===== src/ext_bus_defs.svh =====
// Timing, reset and encoding constants for the external bus interface
`ifndef EXT_BUS_DEFS_SVH
`define EXT_BUS_DEFS_SVH

// Space codes of a core request
`define SPACE_PROG 2'h0
`define SPACE_DATA 2'h1
`define SPACE_IO 2'h2
`define SPACE_GLOBAL 2'h3
// Boot address for either boot memory
`define BOOT_ADDR 16'h0000
// Wait-state count width and reset value
`define WAIT_W 3
`define WAIT_RESET 3'h7
// Visibility mode after reset
`define VIS_RESET 1'b1

`endif


===== src/ext_bus_pkg.sv =====
// Types shared by the external bus interface
package ext_bus_pkg;
    // Bus cycle states
    typedef enum logic [1:0] {
        ST_IDLE = 2'b00,
        ST_WAIT = 2'b01,
        ST_DONE = 2'b10
    } bus_state_t;

    // Core request bundle
    typedef struct packed {
        logic [1:0] space;
        logic write;
        logic [15:0] addr;
        logic [15:0] wdata;
    } bus_req_t;

    // Pin strobe bundle, all active low except rw
    typedef struct packed {
        logic io_sel_n;
        logic data_sel_n;
        logic prog_sel_n;
        logic strobe_n;
        logic gdr_n;
        logic rd_n;
        logic we_n;
        logic rw;
    } bus_pins_t;
endpackage : ext_bus_pkg


===== src/external_bus_interface.sv =====
// External memory and I/O bus interface of the controller core
// How it works
// - Only the accessed space select goes low
// - Space selects float in reset, powerdown, float
// - Write strobe low on every external write
// - Write strobe floats while float input low
// - Read strobe low through reads; floats likewise
// - Direction high except writes; floats likewise
// - Access strobe low each offchip cycle
// - Global request low on global data access
// - Global request floats in powerdown, float; driven high in reset
// - Ready low adds one cycle, resampled
// - Ready sampled only with nonzero wait states
// - Visibility clock follows core clock output
// - Visibility enable low when driving data
// - Visibility mode on after reset
// - Disabled interface flags illegal address
// - Boot memory select sampled at reset
`include "ext_bus_defs.svh"

module external_bus_interface (
    input wire logic clk_i,
    input wire logic rst_n_i,
    input wire logic req_valid_i,
    input wire ext_bus_pkg::bus_req_t req_i,
    output logic req_ready_o,
    output logic done_o,
    output logic [15:0] rdata_o,
    output logic illegal_addr_o,
    input wire logic [`WAIT_W-1:0] wait_states_i,
    input wire logic vis_mode_set_i,
    input wire logic vis_mode_value_i,
    input wire logic power_down_i,
    input wire logic emulator_float_n_i,
    input wire logic ext_interface_enable_i,
    input wire logic boot_memory_select_i,
    input wire logic ready_i,
    input wire logic core_clock_output_i,
    input wire logic [15:0] vis_data_i,
    input wire logic [15:0] data_i,
    output logic [15:0] data_o,
    output logic data_oe_o,
    output logic [15:0] addr_o,
    output ext_bus_pkg::bus_pins_t pins_o,
    output logic pins_oe_o,
    output logic selects_oe_o,
    output logic visibility_clock_o,
    output logic visibility_bus_drive_n_o,
    output logic boot_external_o,
    output logic [15:0] boot_addr_o,
    output logic bus_visibility_mode_o
);
    // Pin input synchronisers, first stage read only by second
    logic [2:0] pin_meta_reg;
    logic [2:0] pin_sync_reg;
    logic ready_s;
    logic float_n_s;
    logic enable_s;
    // Bus cycle state
    ext_bus_pkg::bus_state_t state_reg;
    ext_bus_pkg::bus_req_t cur_reg;
    logic [`WAIT_W-1:0] wait_cnt_reg;
    logic [`WAIT_W-1:0] wait_prog_reg;
    ext_bus_pkg::bus_pins_t pins_reg;
    logic [15:0] rdata_reg;
    logic done_reg;
    logic illegal_reg;
    logic vis_reg;
    logic boot_reg;
    logic boot_taken_reg;
    logic boot_meta_reg; // Strap first stage, read only by second
    logic boot_sync_reg; // Strap second stage
    logic in_reset_reg;
    logic active;

    // Active low one-hot select for a space
    function automatic logic [2:0] space_sel_n(input logic [1:0] space);
        logic [2:0] s;
        s = 3'h7;
        case (space)
            `SPACE_PROG: s = 3'b110;
            `SPACE_DATA: s = 3'b101;
            `SPACE_GLOBAL: s = 3'b101;
            `SPACE_IO: s = 3'b011;
            default: s = 3'h7;
        endcase
        return s;
    endfunction : space_sel_n

    // Two-flop sync of ready, float and enable pins
    always_ff @(posedge clk_i or negedge rst_n_i) begin
        if (!rst_n_i) begin
            pin_meta_reg <= 3'h7;
            pin_sync_reg <= 3'h7;
        end else begin
            pin_meta_reg <= {ready_i, emulator_float_n_i, ext_interface_enable_i};
            pin_sync_reg <= pin_meta_reg;
        end
    end
    assign ready_s = pin_sync_reg[2];
    assign float_n_s = pin_sync_reg[1];
    assign enable_s = pin_sync_reg[0];

    // High through reset until the first edge after release
    always_ff @(posedge clk_i or negedge rst_n_i) begin
        if (!rst_n_i) begin
            in_reset_reg <= 1'b1;
        end else begin
            in_reset_reg <= 1'b0;
        end
    end

    // Strap sync left unreset so it tracks the pin through reset
    // Limitation: strap must be steady two edges before release
    always_ff @(posedge clk_i) begin
        boot_meta_reg <= boot_memory_select_i;
        boot_sync_reg <= boot_meta_reg;
    end

    always_ff @(posedge clk_i or negedge rst_n_i) begin
        if (!rst_n_i) begin
            boot_reg <= 1'b0;
            boot_taken_reg <= 1'b0;
        end else if (!boot_taken_reg) begin
            // Caught on the first edge after release, held after
            boot_reg <= boot_sync_reg;
            boot_taken_reg <= 1'b1;
        end
    end
    assign boot_external_o = boot_reg;
    assign boot_addr_o = `BOOT_ADDR;

    always_ff @(posedge clk_i or negedge rst_n_i) begin
        if (!rst_n_i) begin
            vis_reg <= `VIS_RESET;
        end else if (vis_mode_set_i) begin
            vis_reg <= vis_mode_value_i;
        end
    end
    assign bus_visibility_mode_o = vis_reg;

    // Request taken only when idle; power down blocks new cycles
    assign req_ready_o = (state_reg == ext_bus_pkg::ST_IDLE) && !power_down_i;

    // Bus cycle sequencer
    always_ff @(posedge clk_i or negedge rst_n_i) begin
        if (!rst_n_i) begin
            state_reg <= ext_bus_pkg::ST_IDLE;
            cur_reg <= '0;
            wait_cnt_reg <= '0;
            wait_prog_reg <= '0;
        end else begin
            case (state_reg)
                ext_bus_pkg::ST_IDLE: begin
                    if (req_valid_i && req_ready_o && enable_s) begin
                        cur_reg <= req_i;
                        wait_cnt_reg <= wait_states_i;
                        wait_prog_reg <= wait_states_i;
                        state_reg <= ext_bus_pkg::ST_WAIT;
                    end
                end
                ext_bus_pkg::ST_WAIT: begin
                    if (wait_cnt_reg != '0) begin
                        wait_cnt_reg <= wait_cnt_reg - `WAIT_W'(1);
                    // ready ignored with zero wait states
                    // ready low holds one more cycle
                    end else if (wait_prog_reg == '0 || ready_s) begin
                        state_reg <= ext_bus_pkg::ST_DONE;
                    end
                end
                // one idle cycle with strobes high
                ext_bus_pkg::ST_DONE: state_reg <= ext_bus_pkg::ST_IDLE;
                default: state_reg <= ext_bus_pkg::ST_IDLE;
            endcase
        end
    end
    assign active = (state_reg == ext_bus_pkg::ST_WAIT);

    // Strobe pin levels registered from state
    always_ff @(posedge clk_i or negedge rst_n_i) begin
        if (!rst_n_i) begin
            pins_reg <= '1;
        end else if (state_reg == ext_bus_pkg::ST_IDLE && req_valid_i && req_ready_o
                     && enable_s) begin
            // only the accessed space select goes low
            {pins_reg.io_sel_n, pins_reg.data_sel_n, pins_reg.prog_sel_n} <=
                space_sel_n(req_i.space);
            // access strobe low for the cycle
            pins_reg.strobe_n <= 1'b0;
            pins_reg.gdr_n <= (req_i.space != `SPACE_GLOBAL);
            pins_reg.rd_n <= req_i.write;
            pins_reg.we_n <= !req_i.write;
            pins_reg.rw <= !req_i.write;
        end else if (active && (wait_cnt_reg == '0)
                     && (wait_prog_reg == '0 || ready_s)) begin
            // release all strobes at cycle end
            pins_reg <= '1;
        end
    end

    // Address, write data and read capture
    always_ff @(posedge clk_i or negedge rst_n_i) begin
        if (!rst_n_i) begin
            addr_o <= '0;
            data_o <= '0;
            rdata_reg <= '0;
            done_reg <= 1'b0;
        end else begin
            done_reg <= 1'b0;
            if (state_reg == ext_bus_pkg::ST_IDLE && req_valid_i && req_ready_o) begin
                addr_o <= req_i.addr;
                data_o <= req_i.wdata;
            end else if (!active && vis_reg) begin
                // Visibility shows internal bus traffic
                data_o <= vis_data_i;
            end
            if (active && wait_cnt_reg == '0 && (wait_prog_reg == '0 || ready_s)) begin
                done_reg <= 1'b1;
                if (!cur_reg.write) begin
                    rdata_reg <= data_i;
                end
            end
        end
    end
    assign done_o = done_reg;
    assign rdata_o = rdata_reg;

    // illegal address pulse when interface disabled
    always_ff @(posedge clk_i or negedge rst_n_i) begin
        if (!rst_n_i) begin
            illegal_reg <= 1'b0;
        end else begin
            illegal_reg <= req_valid_i && req_ready_o && !enable_s;
        end
    end
    assign illegal_addr_o = illegal_reg;

    assign pins_o = pins_reg;
    // strobes float while float input low
    // access strobe floats in power down
    assign pins_oe_o = float_n_s && !power_down_i;
    assign selects_oe_o = float_n_s && !power_down_i && !in_reset_reg;
    // data bus driven during visibility or write
    assign data_oe_o = (vis_reg && !active) || (active && cur_reg.write);
    assign visibility_bus_drive_n_o = !(vis_reg && !active);
    // visibility clock follows core clock output
    assign visibility_clock_o = vis_reg ? core_clock_output_i : 1'b0;

    chk_sel_one_hot: assert property (@(posedge clk_i) disable iff (!rst_n_i)
        $countones({pins_o.io_sel_n, pins_o.data_sel_n, pins_o.prog_sel_n}) >= 2)
        else $error("more than one space select low");
    chk_sel_idle_high: assert property (@(posedge clk_i) disable iff (!rst_n_i)
        pins_o.strobe_n |-> pins_o.io_sel_n && pins_o.data_sel_n && pins_o.prog_sel_n)
        else $error("space select low outside a bus cycle");
    chk_we_write: assert property (@(posedge clk_i) disable iff (!rst_n_i)
        !pins_o.we_n |-> cur_reg.write && !pins_o.strobe_n)
        else $error("write strobe without write");
    chk_float_oe: assert property (@(posedge clk_i) disable iff (!rst_n_i)
        !float_n_s |-> !pins_oe_o && !selects_oe_o)
        else $error("strobes driven while float low");
    chk_rd_read: assert property (@(posedge clk_i) disable iff (!rst_n_i)
        !pins_o.rd_n |-> !cur_reg.write && pins_o.we_n)
        else $error("read strobe on write");
    chk_rw_dir: assert property (@(posedge clk_i) disable iff (!rst_n_i)
        pins_o.rw == pins_o.we_n)
        else $error("direction disagrees with write strobe");
    chk_gdr_space: assert property (@(posedge clk_i) disable iff (!rst_n_i)
        !pins_o.gdr_n |-> !pins_o.data_sel_n)
        else $error("global request without data select");
    chk_ready_wait: assert property (@(posedge clk_i) disable iff (!rst_n_i)
        active && wait_cnt_reg == '0 && wait_prog_reg != '0 && !ready_s
        |=> active && !pins_o.strobe_n)
        else $error("cycle ended with ready low");
    chk_zero_wait: assert property (@(posedge clk_i) disable iff (!rst_n_i)
        active && wait_prog_reg == '0 |=> state_reg == ext_bus_pkg::ST_DONE ##1 pins_o.strobe_n)
        else $error("zero wait cycle stalled");
    chk_idle_high: assert property (@(posedge clk_i) disable iff (!rst_n_i)
        state_reg == ext_bus_pkg::ST_DONE |-> pins_o == '1)
        else $error("strobes low between cycles");
    chk_vis_drive: assert property (@(posedge clk_i) disable iff (!rst_n_i)
        !visibility_bus_drive_n_o |-> data_oe_o)
        else $error("visibility enable without drive");
    // access strobe low exactly in cycle
    chk_strobe_active: assert property (@(posedge clk_i) disable iff (!rst_n_i)
        active == !pins_o.strobe_n)
        else $error("access strobe out of step with bus cycle");
    chk_illegal_idle: assert property (@(posedge clk_i) disable iff (!rst_n_i)
        illegal_addr_o |-> pins_o.strobe_n && state_reg == ext_bus_pkg::ST_IDLE)
        else $error("bus cycle started while interface disabled");
endmodule : external_bus_interface


===== config.mk =====
export PLATFORM = sky130hd
export DESIGN_NAME = external_bus_interface
export DESIGN_NICKNAME = d
export VERILOG_FILES = /design/src/ext_bus_pkg.sv /design/src/external_bus_interface.sv
export VERILOG_INCLUDE_DIRS = /design/src
export SDC_FILE = /design/constraint.sdc
export NUM_CORES = 1
export LEC_CHECK = 0
export BUFFER_PORTS_ARGS = -buffer_cell sky130_fd_sc_hd__buf_2
export CAP_MARGIN = 20
export CORE_MARGIN = 2
export CORE_UTILIZATION = 34
export CTS_CLUSTER_DIAMETER = 40
export DETAILED_ROUTE_END_ITERATION = 10
export PLACE_DENSITY = 0.7
export SYNTH_ARGS = -nofsm -noshare
export SYNTH_HDL_FRONTEND = slang
export SYNTH_SLANG_ARGS = --single-unit

===== constraint.sdc =====
create_clock -name clk_i -period 2 [get_ports clk_i]
set_input_delay 0.6 -clock clk_i [delete_from_list [all_inputs] [get_ports clk_i]]
set_output_delay 0.6 -clock clk_i [all_outputs]
set_load 0.02 [all_outputs]

Word-level counts from Yosys, hierarchy flattened
Index checks and enable logic that the tools add are counted.
{ "word_totals": {"in_bits": 81, "regBits": 79} }
{ "classes": {"eq_ne": 9, "mux": 14, "bitwise_logic": 1, "reduce_logical": 34, "add_sub_neg": 1} }
{ "op_table": {"columns": ["operator", "n"], "rows": [
  ["16-bit two-way mux", 2],
  ["8-bit two-way mux", 2],
  ["1-bit logical AND", 13],
  ["3-bit one-hot mux with 3 select lines", 1],
  ["1-bit zero test", 6],
  ["3-bit zero test", 2],
  ["2-bit two-way mux", 3],
  ["3-bit two-way mux", 2],
  ["2-bit by 1-bit != test with 1-bit output, second input constant", 3],
  ["3-bit one-hot mux with 2 select lines", 1],
  ["3-bit AND reduction", 2],
  ["2-bit nonzero test", 3],
  ["2-bit by 1-bit equality test with 1-bit output, second input constant", 2],
  ["2-bit equality test, second input constant", 2],
  ["2-bit zero test", 2],
  ["2-bit != test, second input constant", 2],
  ["2-bit one-hot mux with 2 select lines", 1],
  ["2-bit AND reduction", 2],
  ["3-bit nonzero test", 1],
  ["3-bit by 1-bit subtractor with 3-bit output, second input constant", 1],
  ["1-bit logical OR", 2],
  ["1-bit two-way mux", 2],
  ["2-bit OR reduction", 1],
  ["1-bit inverter", 1]
]} }

Logic depth before layout (Yosys ltp)
Gate-level depths: netlist (run 1).
{ "depth": {"depth_word": 6, "ltp_mapped": 7} }

Worst setup path after synthesis (run 1)
OpenSTA, ideal clock, no wires.
{ "synth_path": {"path_type": "reg2out", "start": "register vis_reg (netlist: bus_visibility_mode_o)", "end": "output port data_oe_o", "path_buffers": 2, "setup_slack_ps": -174, "path_stages_with_launch": 5, "t_arrival_ps": 1574, "cell_sequence": "dfstp_2 > clkbuf_1 > clkbuf_1 > nand2_1 > nand2_1"} }
{ "synth_between": {"elab_chain_len": 2} }
{ "synth_rtl": {"columns": ["item", "line", "rtl"], "rows": [
  ["start: declaration", "external_bus_interface.sv:68", "logic vis_reg;"],
  ["start signal: assignment", "external_bus_interface.sv:135", "vis_reg <= `VIS_RESET;"],
  ["start signal: assignment", "external_bus_interface.sv:137", "vis_reg <= vis_mode_value_i;"],
  ["1-bit logical AND", "external_bus_interface.sv:244", "assign data_oe_o = (vis_reg && !active) || (active && cur_reg.write);"],
  ["1-bit logical OR", "external_bus_interface.sv:244", null],
  ["end: declaration", "external_bus_interface.sv:42", "output logic data_oe_o,"]
]} }
Every way passes these cells.

Final worst setup path (run 1)
{ "layout_path": {"start": "register state_reg[0]", "end": "output port data_oe_o"} }
{ "layout_between": {"elab_chain_len": 4} }
{ "layout_rtl": {"columns": ["item", "line", "rtl"], "rows": [
  ["start: declaration", "external_bus_interface.sv:60", "ext_bus_pkg::bus_state_t state_reg;"],
  ["start signal: assignment", "external_bus_interface.sv:148", "state_reg <= ext_bus_pkg::ST_IDLE;"],
  ["start signal: assignment", "external_bus_interface.sv:159", "state_reg <= ext_bus_pkg::ST_WAIT;"],
  ["start signal: assignment", "external_bus_interface.sv:168", "state_reg <= ext_bus_pkg::ST_DONE;"],
  ["2-bit by 1-bit equality test with 1-bit output *", "external_bus_interface.sv:177", "assign active = (state_reg == ext_bus_pkg::ST_WAIT);"],
  ["1-bit zero test", "external_bus_interface.sv:244", null],
  ["1-bit logical AND", "external_bus_interface.sv:244", null],
  ["1-bit logical OR *", "external_bus_interface.sv:244", null]
]} }
Mark *: on every way between the ends. The rest lies on a longest branch, timed or not.

==> results.ini, run 1 <==
[outcome]
status=complete, no violations

[die]
io_pins=163
coreArea_um2=9680
die_w_um=103
die-area_um2=10700
initial_core_util_pct=34.5
die_h_um=103
core.rowCount=36

[grt]
grt_pass1_vias=2568
antenna_found_initial=0
grt_max_degree=50
grt_pass1_wl_um=12000
gr-total-overflow=0
grt_use_total_pct=14.6

[logic_synthesis]
synth-seq-cells=78
synth_top_cell_by_area=dfrtp_1
synthDistinctLibCells=37
syn-cell-area_um2=3350
synth_top_area_share_pct=45.6
synth_area_leaders=dfrtp_1 46%, dfstp_2 12%, nand2_1 5.9%
ys_seq_area_share_pct=58.6
synth_cells=309
synth.avg_cell_area_um2=10.8
yosysWarnings=0

[clock_network]
cts_sinks=78
cts_made_buffers=9
cts-root-buf=clkbuf_8
path_clk_slew_ns=0.08
cts_tree=done
cts_hold_buffers=0
ctsHtreeMaxLevel=3
clockBufferDepth=2
clk_latency_ns=0.34

[setup_path]
cp-end-kind=output pin
critPathKind=flop to output pin
cp_max_fo=7
arrival_ns=1.31
cp_top_family=flip-flops
r2r_setup_slack_ns=0.14
max_stage_delay_ns=0.40
worstSetupStartpointType=flop
cp_cell_sequence=buf_6 > nand2b_4 > buf_6 > nand2_2 > nand2_1 > buf_6
crit_buf_inv=3
worstPathRequired_ns=1.40
crit_slowest_cell=dfrtp_1
path_common_cell=buf_6

[timing]
grt_setup_unrepaired=no
postLayoutSetupSlackWorst_ns=0.0852
slew_violations=0
fmax_mhz=522
setup_tns_ns=0
hold_violations=0
setup_viol=0
finalCritPeriodShare_pct=95.7
fin_crit_ns=1.91
holdWs_ns=0.211
clock_skew_ns=0.0119

[power_and_ir_drop]
p_sw_share_pct=40.0
vdd_drop_max_v=0.000716
p_switching_w=0.00270
powerDensity_nw_per_um2=1510
combPwrFrac_pct=44.1
p_int_w=0.00405
p_leak_nw=2.28
p_clk_share_pct=16.7
p_seq_share_pct=39.1
total_power_w=0.00675

[routing]
avgViaCountPerCell=4.50
drtPass1Iterations=4
finalWirelength_um=7860
routedWlPerCell_um=13.1
drtIter0Drc=128
via_count=2699
postRouteAntennaNets=0
route.detailed.drc=0

[place]
gp_congestion=0.824
port_buffers=146
dp_slack_ns=-0.0619
place_hpwl_um=5770

[layout]
final_cell_mix=144 x buf_2, 60 x dfrtp_1, 52 x nand2_1
final_common_cell=buf_2
nets=545
drive_gt1_share_pct=47.5
seqCellArea_um2=1960
multi_input_comb_area_um2=1200
fillerInstances=945
final_util_pct=46.0
syn2layout_area_growth_pct=33.3
antenna_cells=0

[job]
drv_cap=0

[worst_hold_path]
min_path_type=primary input to async pin

==> final timing paths <==
| check | end | start | cells after the start |
|---|---|---|---|
| worst max register to register | wait_cnt_reg[0] | state_reg[1] | 5 |
| worst max-delay path | data_oe_o | state_reg[0] | 6 |
| worst min register to register | boot_sync_reg | boot_meta_reg | 0 |
| min in group clk_i | boot_sync_reg | boot_meta_reg | 0 |
| max in group asynchronous | in_reset_reg | rst_n_i | 2 |
| worst min-delay path | addr_o[10] | rst_n_i | 1 |
==> power by group through the flow <==
stage	registers (W)	clock network, W	logic, W
2_1_floorplan	0.00336	0	0.00121
3_3_place_gp	0.00265	0	0.00288
3_5_place_dp	0.00267	0	0.00294
4_1_cts	0.00265	0.00118	0.00299
5_1_grt	0.00273	0.00124	0.00327
6_report	0.00264	0.00113	0.00298
==> synthesized netlist by cell type, drive strengths merged <==
cell type,number
nand2,53
dfxtp,2
dfrtp,61
a2bb2oi,1
clkbuf,16
nor4b,1
inv,11
buf,20
a211o,1
o221a,1
nor2b,3
o32ai,1
ha,2
and2,1
mux2,20
a221oi,2
or4b,1
nand2b,2
nand3,16
o21ai,21
or3,1
conb,2
nor3,2
xor2,1
o221ai,1
a22oi,4
a21oi,9
nor2,19
a2111o,1
dfstp,15
a32oi,2
a31oi,16
==> cell families after synthesis <==
logic type | share of synthesized area, %
and+or+nand+nor | 13.2
buffers and inverters | 7.93
other | 0.224
muxes | 7.85
xor gates and xnor gates | 0.262
adders and majority gates | 0.748
DFF | 58.6
AOI/OAI and AO/OA | 11.2
==> repair_timing <==
item | CTS | global route
pin swaps | 0 | 1
gates resized for setup | 4 | 4
setup buffers | 1 | 0
endpoints found under the setup margin | 2 | 7
==> metrics by stage <==
step | instance area [um2] | std cells
after CTS | 4450 | 600
after global routing | 4460 | 600
final | 4460 | 600
after detailed placement | 4230 | 583
after floorplan | 3410 | 325
after global placement | 4230 | 583
==> area by class of cell <==
| cell class | count | share of cell area [%] |
|---|---|---|
| Multi-Input combinational cell | 200 | 26.9 |
| Inverter | 11 | 0.926 |
| Clock inverter | 4 | 0.673 |
| Tap cell | 133 | 3.73 |
| Timing Repair Buffer | 162 | 20.1 |
| Sequential cell | 78 | 44.0 |
| Clock buffer | 12 | 3.70 |
==> layer usage <==
metal  global-route usage, %  vias up  routed length, um
li1                        -     1320                  -
met1                    16.9     1268               3380
met3                    4.77        5                568
met2                    25.9      106               3860
met5                       0        -                  0
met4                    4.15        0                 53
Power figures use the tool's default switching activity.
==> inputs of run 2 (changes only) <==
- ABC_AREA: default -> 1
- PLACE_DENSITY: 0.7 -> 0.69
- REMOVE_ABC_BUFFERS: default -> 1
- SKIP_LAST_GASP: default -> 1
==> results.ini, run 2 <==
[routing]
postRouteAntennaNets=0
routedWlPerCell_um=11.7
drtPass1Iterations=5
route.detailed.drc=0
avgViaCountPerCell=4.44
via_count=3027
finalWirelength_um=7950
drtIter0Drc=110

[logic_synthesis]
ys_seq_area_share_pct=56.0
ys.flop_type=dfrtp_1
syn-cell-area_um2=3500
synth_top_cell_by_area=dfrtp_1
async_reset_ff_share_pct=97.4
yosys-top-cells-count=104 x nand2_1, 61 x dfrtp_1, 50 x inv_1
yosysWarnings=0
synth_cells=391
synthDistinctLibCells=27
synth-edff-count=0
synth_area_leaders=dfrtp_1 44%, dfstp_2 11%, nand2_1 11%
synth.avg_cell_area_um2=8.95
synth-seq-cells=78
synth_top_area_share_pct=43.6
synth.most_common_cell=nand2_1

[grt]
antenna_found_initial=0
gr-total-overflow=0
met1_usage_pct=16.5
gr-usage-met3_pct=4.76
grt_use_total_pct=14.3
met2_usage_pct=23.8
busiest_layer=met2
grt_pass1_vias=2875
grt_max_degree=77
grt_pass1_wl_um=12800

[timing]
slew_violations=0
holdWs_ns=0.266
setup_tns_ns=0
setup_viol=0
clock_skew_ns=0.00811
fmax_mhz=514
grt_setup_unrepaired=yes
fin_crit_ns=1.95
finalCritPeriodShare_pct=97.4
hold_violations=0
postLayoutSetupSlackWorst_ns=0.0527

[layout]
drive_gt1_share_pct=36.5
syn2layout_area_growth_pct=29.7
final_common_cell=buf_2
final_util_pct=44.8
seqCellArea_um2=1960
multi_input_comb_area_um2=1170
antenna_cells=0
nets=624
fillerInstances=1003
final_cell_mix=145 x buf_2, 104 x nand2_1, 61 x dfrtp_1

[die]
coreArea_um2=10100
die_h_um=105
core.rowCount=37
die_w_um=105
io_pins=163
initial_core_util_pct=34.5
die-area_um2=11100

[setup_path]
cp-end-kind=output pin
arrival_ns=1.35
worstPathRequired_ns=1.40
worstSetupStartpointType=flop
cp_max_fo=13
r2r_setup_slack_ns=0.18
critPathKind=flop to output pin
r2r_cells=8

[clock_network]
cts_made_buffers=9
cts_tree=done
cts-root-buf=clkbuf_8
clk_latency_ns=0.34
clockBufferDepth=2
cts_hold_buffers=0
path_clk_slew_ns=0.08
ctsHtreeMaxLevel=3
cts_sinks=78

[place]
gp_congestion=0.815
place_hpwl_um=5830
dp_slack_ns=0.276
port_buffers=146

[outcome]
status=complete, no violations

[power_and_ir_drop]
p_leak_nw=2.54
total_power_w=0.00688
powerDensity_nw_per_um2=1520
vdd_drop_max_v=0.000558

[worst_hold_path]
min_path_type=primary input to async pin

[job]
drv_cap=0

==> run 2: cell count changes after synthesis, sizes merged, moves of 4 or more <==
cell and delta:
a22oi -4, nand3 +25, nand2 +56, a21oi -7
o21ai +20, clkbuf -13, nand4 +17, inv +39
nor2 -10, mux2 -18, buf +12, a31oi -16
==> run 2: cell families (layout without fill, tap and decap cells) <==
group                      count (synthesis)  in the layout  synth area share (%)
and+or+nand+nor                          178            178                  23.9
buffers and inverters                     86            224                  12.3
DFF                                       78             78                  56.0
AOI/OAI and AO/OA                         43             43                  6.15
adders and majority gates                  2              2                 0.715
other                                      2             18                 0.215
muxes                                      2              2                 0.644
==> run 2: final cells by class <==
class / count / share of cell area [%]
repair buffers: 158 / 18.8
inverters: 51 / 4.22
well taps: 136 / 3.75
flip-flops and latches: 78 / 43.2
clock inverters: 4 / 1.05
clock buffers: 11 / 3.12
multi-input cells: 243 / 25.9
==> run 2: final timing paths <==
kind                                from              end
max                         state_reg[1]        data_oe_o
min                              rst_n_i           done_o
max reg2reg                 state_reg[1]       rdata_o[9]
min reg2reg                boot_meta_reg    boot_sync_reg
max in group asynchronous        rst_n_i  pin_meta_reg[2]
min in group clk_i         boot_meta_reg    boot_sync_reg
==> run 2: repair_timing <==
item | 4_1_cts | 5_1_grt
setup buffers | 1 | 5
pin swaps | 1 | 2
endpoints found under the setup margin | 2 | 4
resized for setup | 1 | 1
==> run 2: report_power, final <==
group / switching, W / internal (W) / leakage, nW / total [W]
Sequential: 0.000352 / 0.00230 / 0.914 / 0.00265
Combinational: 0.00204 / 0.00104 / 1.53 / 0.00308
Clock: 0.000542 / 0.000600 / 0.0952 / 0.00114
==> run 2: through the flow <==
| step | area (um2) | instances |
|---|---|---|
| after floorplan | 3320 | 372 |
| after global placement | 4290 | 660 |
| after detailed placement | 4290 | 660 |
| after CTS | 4500 | 676 |
| after global routing | 4540 | 681 |
| final | 4540 | 681 |
==> run 2: metal layers <==
metal	part of all wire [%]	vias to the layer above
li1	-	1495
met1	42	1397
met2	47	116
met3	8.0	19
met4	3.0	0
met5	0	-
==> run 2: worst max-delay path: stages, from the launching register on <==
cell     delay (ns)
dfrtp_1        0.42
inv_1          0.11
nand2_4        0.09
nand2_8        0.13
o21ai_0        0.09
buf_2          0.16
==> inputs of run 3 (changes only) <==
- ABC_AREA: 1 -> default
- CAP_MARGIN: 20 -> default
- PLACE_DENSITY: 0.69 -> 0.7
==> results.ini, run 3 (same netlist as run 1, synthesis figures left out) <==
[clock_network]
clk_latency_ns=0.35
clockBufferDepth=2
path_clk_slew_ns=0.09
cts-root-buf=clkbuf_8
ctsHtreeMaxLevel=3
cts_sinks=78
cts_made_buffers=9
cts_tree=done

[layout]
final_util_pct=45.5
final_common_cell=buf_2
final_cell_mix=144 x buf_2, 60 x dfrtp_1, 53 x nand2_1
fillerInstances=928
nets=542
antenna_cells=0
drive_gt1_share_pct=47.2
syn2layout_area_growth_pct=31.7

[grt]
grt_pass1_vias=2465
grt_max_degree=39
antenna_found_initial=0
grt_pass1_wl_um=12200
gr-total-overflow=0
grt_use_total_pct=15.0

[die]
coreArea_um2=9680
die_w_um=103
core.rowCount=36
die_h_um=103
die-area_um2=10700
initial_core_util_pct=34.5
io_pins=163

[timing]
fmax_mhz=512
fin_crit_ns=1.95
slew_violations=0
setup_viol=0
postLayoutSetupSlackWorst_ns=0.0464
grt_setup_unrepaired=yes
hold_violations=0
clock_skew_ns=0.00930
finalCritPeriodShare_pct=97.7
holdWs_ns=0.166

[setup_path]
worstSetupStartpointType=flop
crit_slowest_cell=dfrtp_2
max_stage_delay_ns=0.46
cp_max_fo=8
arrival_ns=1.35
worstPathRequired_ns=1.40
cp_top_family=flip-flops
cp_cell_sequence=nand2b_4 > nand2_1 > nand2_1 > buf_4
path_common_cell=nand2_1
crit_buf_inv=1
cp-end-kind=output pin
critPathKind=flop to output pin

[power_and_ir_drop]
p_leak_nw=2.26
vdd_drop_max_v=0.000581
powerDensity_nw_per_um2=1530

[place]
dp_slack_ns=-0.0815
gp_congestion=0.772
port_buffers=146
place_hpwl_um=6110

[routing]
avgViaCountPerCell=4.64
route.detailed.drc=0
postRouteAntennaNets=0
routedWlPerCell_um=13.6
drtPass1Iterations=4
drtIter0Drc=108
via_count=2771
finalWirelength_um=8120

[outcome]
status=complete, no violations

[job]
drv_cap=0

[worst_hold_path]
min_path_type=primary input to async pin

==> run 3: layer usage <==
metal / vias to the layer above / wire length (um) / GRT usage, %
li1: 1311 / - / -
met1: 1300 / 3440 / 19.0
met2: 150 / 3830 / 24.2
met3: 10 / 763 / 5.17
met4: 0 / 86 / 5.16
met5: - / 0 / 0
==> run 3: metrics by stage <==
step	area [um2]	cells	TNS [ns]	total power, W
5_1_grt	4410	597	-0.0289	0.00725
4_1_cts	4400	597	0	0.00683
6_report	4410	597	0	0.00675
2_1_floorplan	3180	289	-4.15	0.00447
3_5_place_dp	4200	581	-0.679	0.00563
3_3_place_gp	4200	581	-0.213	0.00553
==> run 3: final cells by class <==
type / count / area [um2] / area share (%)
inverters: 11 / 41.3 / 0.937
multi-input cells: 200 / 1200 / 27.3
clock inverters: 6 / 62.6 / 1.42
flip-flops and latches: 78 / 1960 / 44.5
clock buffers: 10 / 128 / 2.90
well taps: 133 / 166 / 3.78
repair buffers: 159 / 846 / 19.2
==> run 3: worst reg2reg max path, stage by stage, from the launching register on <==
cell and delay, ns:
dfrtp_2 0.46, or4b_2 0.75, buf_4 0.30, nor2_1 0.15, a31oi_1 0.07
==> run 3: power by group <==
group	leakage, nW	switching (W)	internal (W)
Clock	0.0883	0.000574	0.000572
Combinational	1.27	0.00179	0.00115
Sequential	0.905	0.000362	0.00230
==> run 3: final timing paths <==
check	startpoint	to	slack, ns	cells after the start
setup / recovery	state_reg[1]	data_oe_o	0.05	4
hold / removal	rst_n_i	data_o[6]	0.17	1
setup reg to reg	state_reg[1]	data_o[1]	0.14	4
hold reg to reg	boot_meta_reg	boot_sync_reg	0.34	0
max in group asynchronous	rst_n_i	pins_o[4]	1.18	2
min in group clk_i	boot_meta_reg	boot_sync_reg	0.34	0
==> run 3: repair_timing <==
item / in CTS / in global routing
cloned: 0 / 0
endpoints found under the setup margin: 2 / 2
gates resized for setup: 3 / 3
hold buffers: 0 / 0
setup buffers: 0 / 0
